[config.mk]
export PLATFORM = sky130hd
export DESIGN_NAME = sfp_line3
export DESIGN_NICKNAME = d
export VERILOG_FILES = /design/src/inc/sfp_pkg.sv /design/src/rtl/sfp_line3.sv
export VERILOG_INCLUDE_DIRS = /design/src /design/src/inc
export SDC_FILE = /design/constraint.sdc
export NUM_CORES = 1
export LEC_CHECK = 0
export BUFFER_PORTS_ARGS = -buffer_cell sky130_fd_sc_hd__buf_2
export CAP_MARGIN = 20
export CORE_MARGIN = 4
export CORE_UTILIZATION = 45
export CTS_CLUSTER_DIAMETER = 120
export DETAILED_ROUTE_END_ITERATION = 10
export GPL_TIMING_DRIVEN = 0
export PLACE_DENSITY = 0.79
export SLEW_MARGIN = 20
export SYNTH_ARGS = -nofsm -noshare
export SYNTH_HDL_FRONTEND = slang
export SYNTH_SLANG_ARGS = --single-unit
[constraint.sdc]
create_clock -name MCLK -period 3.9 [get_ports MCLK]
set_input_delay 0.975 -clock MCLK [delete_from_list [all_inputs] [get_ports MCLK]]
set_output_delay 0.975 -clock MCLK [all_outputs]
set_load 0.1 [all_outputs]
[src/inc/sfp_map.svh]
// Constants for the pause/data-line-three block of a serial flash.
// Assumes MCLK at 20 MHz and SPI pins from an external host.
// Notes on behaviour
// - While paused, ignore clock edges and input data; float output; keep selection.
// - Pause halts only serial transfer; internal program or erase keeps running.
// - Quad page program: capture four bits on lines three to zero each rising edge.
// - Quad read: drive four lines, new nibble on every falling clock edge.
// - Quad enable clear: line three is pause or reset per status-three bit 7.
// - Quad enable set: no pause or reset function on line three.
// - Quad enable bit in status two turns lines two and three into data lines.
// - Input latched on rising clock edge, output shifted on falling edge.
`ifndef SFP_MAP_SVH
`define SFP_MAP_SVH
`define SFP_SR2_QE_BIT    1
`define SFP_SR3_FSEL_BIT  7
`define SFP_SR_RESET      8'h00
`define SFP_MODE_QIN      2'h1
`define SFP_MODE_QOUT     2'h2
`define SFP_NIBBLE_RESET  4'h0
`define SFP_CS_IDLE       2'h3
`define SFP_SCK_IDLE      2'h0
`define SFP_DQ_IDLE       4'hF
`endif

[src/inc/sfp_pkg.sv]
// Types for the pause/data-line-three block.
// Assumes sfp_map.svh provides the numeric constants.
package sfp_pkg;
  typedef enum logic [1:0] {SFP_IDLE = 2'b00, SFP_ACTIVE = 2'b01, SFP_PAUSED = 2'b11} sfp_state_t;
  typedef struct packed {
    logic       oe_n;
    logic [3:0] data;
  } sfp_quad_out_t;
endpackage : sfp_pkg

[src/rtl/sfp_line3.sv]
// Fourth data line handling: pause/reset input or quad data line.
// Assumes serial pins are asynchronous to MCLK and sampled well above the SPI rate.
`timescale 1ns/1ps
`include "sfp_map.svh"
module sfp_line3
  import sfp_pkg::*;
(
  input  wire logic       MCLK,
  input  wire logic       SYS_RST,
  input  wire logic       CS_N,
  input  wire logic       SCK,
  input  wire logic [3:0] DQ_IN,
  output logic      [3:0] DQ_OUT,
  output logic      [3:0] DQ_OE_N,
  input  wire logic [7:0] STATUS2,
  input  wire logic [7:0] STATUS3,
  input  wire logic [1:0] QUAD_MODE,
  input  wire logic [3:0] TX_NIBBLE,
  input  wire logic       TX_SERIAL_BIT,
  input  wire logic       TX_SERIAL_EN,
  input  wire logic       INTERNAL_BUSY,
  output logic            SHIFT_IN,
  output logic            SHIFT_OUT,
  output logic      [3:0] RX_NIBBLE,
  output logic            PAUSED,
  output logic            PIN_RESET,
  output logic            BUSY_OUT
);
  logic [1:0] cs_s;
  logic [1:0] sck_s;
  logic [3:0] dq_s0;
  logic [3:0] dq_s1;
  logic       sck_d;
  sfp_state_t state;
  sfp_quad_out_t qo;

  // Select and clock are plain levels from the host; two flops each keep
  // metastability out of the state machine, and only the second is read
  always_ff @(posedge MCLK or posedge SYS_RST)
  begin
    if (SYS_RST)
      cs_s <= `SFP_CS_IDLE;
    else
      cs_s <= {cs_s[0], CS_N};
  end

  always_ff @(posedge MCLK or posedge SYS_RST)
  begin
    if (SYS_RST)
      sck_s <= `SFP_SCK_IDLE;
    else
      sck_s <= {sck_s[0], SCK};
  end

  // Data lines: the first stage feeds nothing but the second stage
  always_ff @(posedge MCLK or posedge SYS_RST)
  begin
    if (SYS_RST)
      dq_s0 <= `SFP_DQ_IDLE;
    else
      dq_s0 <= DQ_IN;
  end

  // Idle level is high, matching the pulled-up lines, so no false pause
  always_ff @(posedge MCLK or posedge SYS_RST)
  begin
    if (SYS_RST)
      dq_s1 <= `SFP_DQ_IDLE;
    else
      dq_s1 <= dq_s0;
  end

  // Quad page program decode: all four lines are inputs
  function automatic logic quad_in_sel
  (
    input logic       qe,
    input logic [1:0] mode
  );
    return qe && (mode == `SFP_MODE_QIN);
  endfunction : quad_in_sel

  // Quad read decode: all four lines are outputs
  function automatic logic quad_out_sel
  (
    input logic       qe,
    input logic [1:0] mode
  );
    return qe && (mode == `SFP_MODE_QOUT);
  endfunction : quad_out_sel

  // Single-line output word: only the serial output line carries the bit
  function automatic logic [3:0] serial_word
  (
    input logic b
  );
    return {2'h0, b, 1'b0};
  endfunction : serial_word

  // Single-line input word: only line zero is captured
  function automatic logic [3:0] serial_capture
  (
    input logic [3:0] d
  );
    return {3'h0, d[0]};
  endfunction : serial_capture

  logic quad_en;
  logic line3_low;
  assign quad_en   = STATUS2[`SFP_SR2_QE_BIT];
  assign line3_low = !quad_en && !dq_s1[3];

  always_ff @(posedge MCLK or posedge SYS_RST)
  begin
    if (SYS_RST)
      sck_d <= 1'b0;
    else
      sck_d <= sck_s[1];
  end

  logic pause_req;
  assign pause_req = line3_low && !STATUS3[`SFP_SR3_FSEL_BIT];
  assign PIN_RESET = line3_low && STATUS3[`SFP_SR3_FSEL_BIT];
  // Internal program/erase is never gated by the pause
  assign BUSY_OUT  = INTERNAL_BUSY;

  // Pause begins only with select low and clock low, held across the wait
  always_ff @(posedge MCLK or posedge SYS_RST)
  begin
    if (SYS_RST)
      state <= SFP_IDLE;
    else
      case (state)
        SFP_IDLE:
        begin
          // A frame opens on the synchronised select edge
          if (!cs_s[1])
            state <= SFP_ACTIVE;
        end
        SFP_ACTIVE:
        begin
          if (cs_s[1])
            state <= SFP_IDLE;
          else if (pause_req && !sck_s[1])
            state <= SFP_PAUSED;
        end
        SFP_PAUSED:
        begin
          // Select is not dropped by a pause; RX_NIBBLE is held, not cleared
          if (!pause_req)
            state <= cs_s[1] ? SFP_IDLE : SFP_ACTIVE;
        end
        default:    state <= SFP_IDLE;
      endcase
  end

  logic pause_start;
  logic pause_hold;
  logic pause_now;
  logic live;
  // A pause may only begin inside a frame with the clock low
  assign pause_start = (state == SFP_ACTIVE) && pause_req && !sck_s[1];
  // Releasing the line ends the pause at once, so a quad enable or function
  // change can never leave a stale pause showing
  assign pause_hold  = (state == SFP_PAUSED) && pause_req;
  assign pause_now   = pause_start || pause_hold;
  // The exit cycle of a pause is live, so an edge landing there is not lost
  assign live        = (state != SFP_IDLE) && !cs_s[1] && !pause_now;
  // Clock edges during pause are dropped so the bit position is kept
  assign SHIFT_IN  = live && sck_s[1] && !sck_d;
  assign SHIFT_OUT = live && !sck_s[1] && sck_d;
  assign PAUSED    = pause_hold;

  always_ff @(posedge MCLK or posedge SYS_RST)
  begin
    if (SYS_RST)
      RX_NIBBLE <= `SFP_NIBBLE_RESET;
    else if (SHIFT_IN)
      RX_NIBBLE <= quad_in_sel(quad_en, QUAD_MODE) ? dq_s1 : serial_capture(dq_s1);
  end

  // Output enables go low only while driving. A pause does not clear the
  // held enable: the float is applied at the pins, so the paused bit is
  // driven again as soon as the pause ends
  always_ff @(posedge MCLK or posedge SYS_RST)
  begin
    if (SYS_RST)
      qo <= '{oe_n: 1'b1, data: `SFP_NIBBLE_RESET};
    else if (cs_s[1])
      qo.oe_n <= 1'b1;
    else if (SHIFT_OUT)
    begin
      if (quad_out_sel(quad_en, QUAD_MODE))
      begin
        qo.data <= TX_NIBBLE;
        qo.oe_n <= 1'b0;
      end
      else
      begin
        qo.data <= serial_word(TX_SERIAL_BIT);
        qo.oe_n <= !TX_SERIAL_EN;
      end
    end
  end

  logic quad_drive;
  logic oe_n_eff;
  assign quad_drive = quad_out_sel(quad_en, QUAD_MODE);
  // Every line floats while paused
  assign oe_n_eff   = qo.oe_n || PAUSED;
  assign DQ_OUT     = qo.data;
  assign DQ_OE_N    = quad_drive ? {4{oe_n_eff}} : {2'h3, oe_n_eff, 1'b1};
endmodule : sfp_line3

; ---- Yosys cells after proc, flatten, opt, wreduce, memory -nomap -nowiden
; Cells that the tools add are included.
[word_totals]
ff_bits = 24
latchBits = 0
mem_bits_rw = 0
romBits = 0
inputBits = 33
out_inout_bits = 17
elab_cells = 58
memories = 0
[op_classes]
addsub = 0
mul = 0
div_mod_pow = 0
n_lt_le_gt_ge = 0
eq_ne = 7
n_shift = 0
muxes = 11
bitwise = 1
reduce_logical = 30
[ops]
columns = cell, count
row1 = 1-bit logical AND, 15
row2 = 5-bit 2-to-1 mux, 2
row3 = 1-bit zero test, 8
row4 = 2-bit 2-to-1 mux, 4
row5 = 4-bit 2-to-1 mux, 2
row6 = 2-bit one-hot mux with 3 select lines, 1
row7 = 2-bit by 1-bit equality test with 1-bit output (second input constant), 2
row8 = 2-bit equality test (second input constant), 2
row9 = 2-bit != test (second input constant), 2
row10 = 2-bit nonzero test, 2
row11 = 3-bit != test (second input constant), 1
row12 = 3-bit AND reduction, 1
row13 = 2-bit zero test, 1
row14 = 1-bit logical OR, 2
row15 = 1-bit 2-to-1 mux, 2
row16 = 2-bit AND reduction, 1
row17 = 1-bit NOT, 1

; ---- Depth between registers and ports, before layout
[depth]
word_depth = 12
mapped_depth = 4
mapped_depth_nobuf = 3

; ---- Worst setup path before layout
; Ideal clock, no wire load.
[synth_path]
kind = input to output
from = in STATUS2[1]
to = out PIN_RESET
t_arrival_ns = 3.187
required_ns = 2.925
setup_slack_ns = -0.262
stages = 1
n_path_buf = 0
cell_sequence = nor3b_1
[synth_between]
elab_chain_len = 3
[synth_rtl]
columns = element, line_no
row1 = "start, declared", sfp_line3.sv:15  ; input wire logic [7:0] STATUS2,
row2 = 1-bit zero test, sfp_line3.sv:110  ; assign line3_low = !quad_en && !dq_s1[3];
row3 = 1-bit logical AND, sfp_line3.sv:110
row4 = 1-bit logical AND, sfp_line3.sv:122  ; assign PIN_RESET = line3_low && STATUS3[`SFP_SR3_FSEL_BIT];
row5 = "end, declared", sfp_line3.sv:26  ; output logic PIN_RESET,
; No other way between the ends.

; ---- Worst setup path in the final report
[layout_path]
from = in STATUS2[1]
to = out DQ_OE_N[2]
[layout_between]
elab_chain_len = 6
word_cells_on_any_way = 7
[layout_rtl]
columns = element, line_no
row1 = 1-bit zero test, sfp_line3.sv:110
row2 = 1-bit logical AND, sfp_line3.sv:110
row3 = 1-bit logical AND, sfp_line3.sv:121  ; assign pause_req = line3_low && !STATUS3[`SFP_SR3_FSEL_BIT];
row4 = 1-bit logical AND, sfp_line3.sv:164  ; assign pause_hold = (state == SFP_PAUSED) && pause_req;
row5 = 1-bit logical OR, sfp_line3.sv:209  ; assign oe_n_eff = qo.oe_n || PAUSED;
row6 = 4-bit 2-to-1 mux (*), sfp_line3.sv:211  ; assign DQ_OE_N = quad_drive ? {4{oe_n_eff}} : {2'h3, oe_n_eff, 1'b1};
row7 = "end, declared", sfp_line3.sv:14  ; output logic [3:0] DQ_OE_N,
; Mark *: on every way between the ends. The rest lies on a longest branch, timed or not.

==> results.md <==
- Worst path cell trace: buf_2 > nor4b_4 > nand2_1 > nand3b_1 > buf_4 > buf_2
- PostCTS Resize Cnt: 0
- Slowest-stage cell, CP: nor4b_4
- DR pass1 iterations: 4
- Syn Inst Count: 74
- Area leader, netlist: dfrtp_1
- Top cell family by delay on the critical path: simple AND/OR/NAND/NOR gates
- Post-CTS Setup Inserts: 0
- Ports: 50
- Post-synthesis cell type count: 22
- GPL Wtd Cong: 0.6263
- Clock period minus final worst setup slack: 3.445 ns
- Placed wire-length estimate: 1.293 mm
- Final Cell Area: 1244 µm²
- CTS tree: done
- Yosys warnings: 0
- Post-Route Setup TNS: 0 ns
- Seq/Total Area, Yosys: 60.92%
- GRT overflow: 0
- CP peak stage delay: 0.49 ns
- Slew Limit Fails: 0
- Post-DP Area: 1217 µm²
- Top cells by area, synth: dfrtp_1 (32%), dfstp_2 (29%), mux2i_1 (6.0%)
- HP Class: reg -> reg
- All-Layer GR Usage: 11.44%
- P per Cell Area: 443.4 nW/µm²
- Num CTS Buffers: 3
- CP arrival: 2.47 ns
- Leakage: 0.5940 nW
- IO buf count: 34
- Setup Crit Path Kind: in -> out
- Status: completed
- Top cell type's share of synthesized area: 32.26%
- Vert. Die Dim: 55.34 µm
- FF+latch area: 614.3 µm²
- CP Depth: 6
- Critical Path Sink Type: output port
- Fin nets: 146
- Worst skew pair latency: 0.31 ns
- Reg2reg end: RX_NIBBLE[0]
- Final antenna-violating net count: 0
- Hold WS: 0.3627 ns
- CP required: 2.92 ns
- Most common cell after layout, fill and taps aside: buf_2
- Starting density of the core: 49.39%
- Core region area: 2042 µm²
- Max FO, Critical Path: 4
- FF-to-FF setup slack: 2.22 ns
- Final hold vios: 0
- Worst-Margin Slew: 0.8522 ns
- N_diodes: 0
- Max rail drop VDD: 0.3289 mV
- WP buf/inv: 3
- Filler instances: 172
- CTS Sinks: 24
- Fmax: 290.3 MHz
- Crit. Startpoint: STATUS2[1]
- Initial antenna violation count: 0
- Clock tree buffer depth: 2
- Commonest cells after routing, fill and taps aside: buf_2 (34), dfrtp_1 (13), dfstp_2 (11)
- Number of remaining DRC errors: 0
- Max Cap Viol: 0
- First-pass GRT wire length: 2.780 mm
- R2R depth: 3
- Worst min-delay path startpoint: sck_s[0]
- Largest net degree at the start of global routing: 25
- Avg Inst Size Synth: 13.63 µm²
- Layout area overhead: 23.32%
- Nature of the critical path startpoint: primary input
- Cell Rows: 16
- Count of state elements after synthesis: 24
- H-tree depth: 1
- DR WL/cell: 11.78 µm
- RSZ-0062 raised after global routing: false
- Crit-path most repeated cell: buf_2
- Setup crit end: DQ_OE_N[2]
- Critical R2R Launch: dq_s1[3]
- Share of layout cells above drive strength 1: 58.93%
- Die area: 3063 µm²
- DR iter-0 viols: 5
- Reg clk slew, reported paths: 0.12 ns
- Post-DR vias/cell: 4.453
- CTS Hold Bufs: 0
- Vias: 619
- Setup Skew: 0.004843 ns
- Final Cycle Share: 88.33%
- Die W: 55.34 µm
- Final setup viols: 0
- Routed wire length: 1.638 mm
- Area occupied by multi-input gates: 301.5 µm²
- Vias in the first global route: 632
- Syn_nets: 107
- Syn Std Cell Area: 1008 µm²
- Max-Slew Margin vs Limit: 43.13%
- Clk root buf: clkbuf_4
[Yosys cell counts (all sizes together)]
| cell | number |
|---|---|
| buf | 8 |
| mux2i | 6 |
| inv | 9 |
| nand2b | 1 |
| nor4b | 2 |
| mux2 | 4 |
| nor3b | 1 |
| or2 | 1 |
| dfstp | 11 |
| a2111oi | 1 |
| clkbuf | 1 |
| nand2 | 7 |
| nor2b | 1 |
| nand3b | 1 |
| and3b | 2 |
| dfrtp | 13 |
| o21a | 1 |
| nor2 | 1 |
| a21oi | 1 |
| o21bai | 2 |
[flip-flops by register name, indices dropped and copies added, names as in the netlist]
register,count
sck_s,2
RX_NIBBLE,4
dq_s0,4
qo,1
DQ_OUT,4
dq_s1,4
cs_s,2
sck_d,1
state,2
[worst reg2reg max path: cells and delay by family, from the launching register on]
family           cells  cell delay (ns)
AO/OA/AOI/OAI        1             0.57
flip-flops           1             0.59
multiplexers         1             0.34
AND/OR/NAND/NOR      1             0.08
[final cells by class]
| type | count | share of cell area [%] |
|---|---|---|
| Multi-Input combinational cell | 32 | 24.25 |
| Buffer | 9 | 5.131 |
| Tap cell | 27 | 2.716 |
| Sequential cell | 24 | 49.40 |
| Clock buffer | 4 | 2.113 |
| Inverter | 9 | 2.716 |
| Timing Repair Buffer | 34 | 13.68 |
[logic make-up (layout without fill, tap and decap cells)]
| group | count (synthesis) | count (layout) | share of synthesized area (%) |
|---|---|---|---|
| AND/OR/NAND/NOR | 17 | 17 | 12.78 |
| flip-flops | 24 | 24 | 60.92 |
| AO/OA/AOI/OAI | 5 | 5 | 5.832 |
| buffers and inverters | 18 | 56 | 9.677 |
| multiplexers | 10 | 10 | 10.79 |
[worst min path at each step]
stage | endpoint | slack (ns) | cells after the start
global route | dq_s1[3] | 0.37 | 0
detailed placement | sck_s[1] | 0.34 | 0
floorplan | sck_s[1] | 0.33 | 0
global placement | sck_s[1] | 0.33 | 0
finish | sck_s[1] | 0.36 | 0
CTS | dq_s1[1] | 0.36 | 0
[per-stage QoR]
step | util, % | setup WS [ns] | cells | power, mW
floorplan | - | 0.1417 | 74 | 0.4216
global placement | 59.62 | 0.4766 | 135 | 0.4468
detailed placement | 59.62 | 0.4302 | 135 | 0.4503
CTS | 60.91 | 0.4301 | 139 | 0.5578
global route | 60.91 | 0.3495 | 139 | 0.5756
finish | 60.91 | 0.4553 | 139 | 0.5515
[per-layer routing]
| metal | part of all wire [%] | wire length, µm | global-route usage, % |
|---|---|---|---|
| met5 | 0 | 0 | 0 |
| met4 | 2.9 | 48 | 8.333 |
| met3 | 6.2 | 101 | 1.865 |
| met2 | 50 | 814 | 19.59 |
| met1 | 41 | 674 | 12.65 |
[power breakdown]
group	total, mW	switching [mW]	internal, mW	leakage (nW)
clock network	0.107	0.0666	0.0400	0.0150
logic	0.162	0.123	0.0383	0.297
registers	0.283	0.0110	0.272	0.282
No activity file was read; power rests on OpenSTA's default activity.
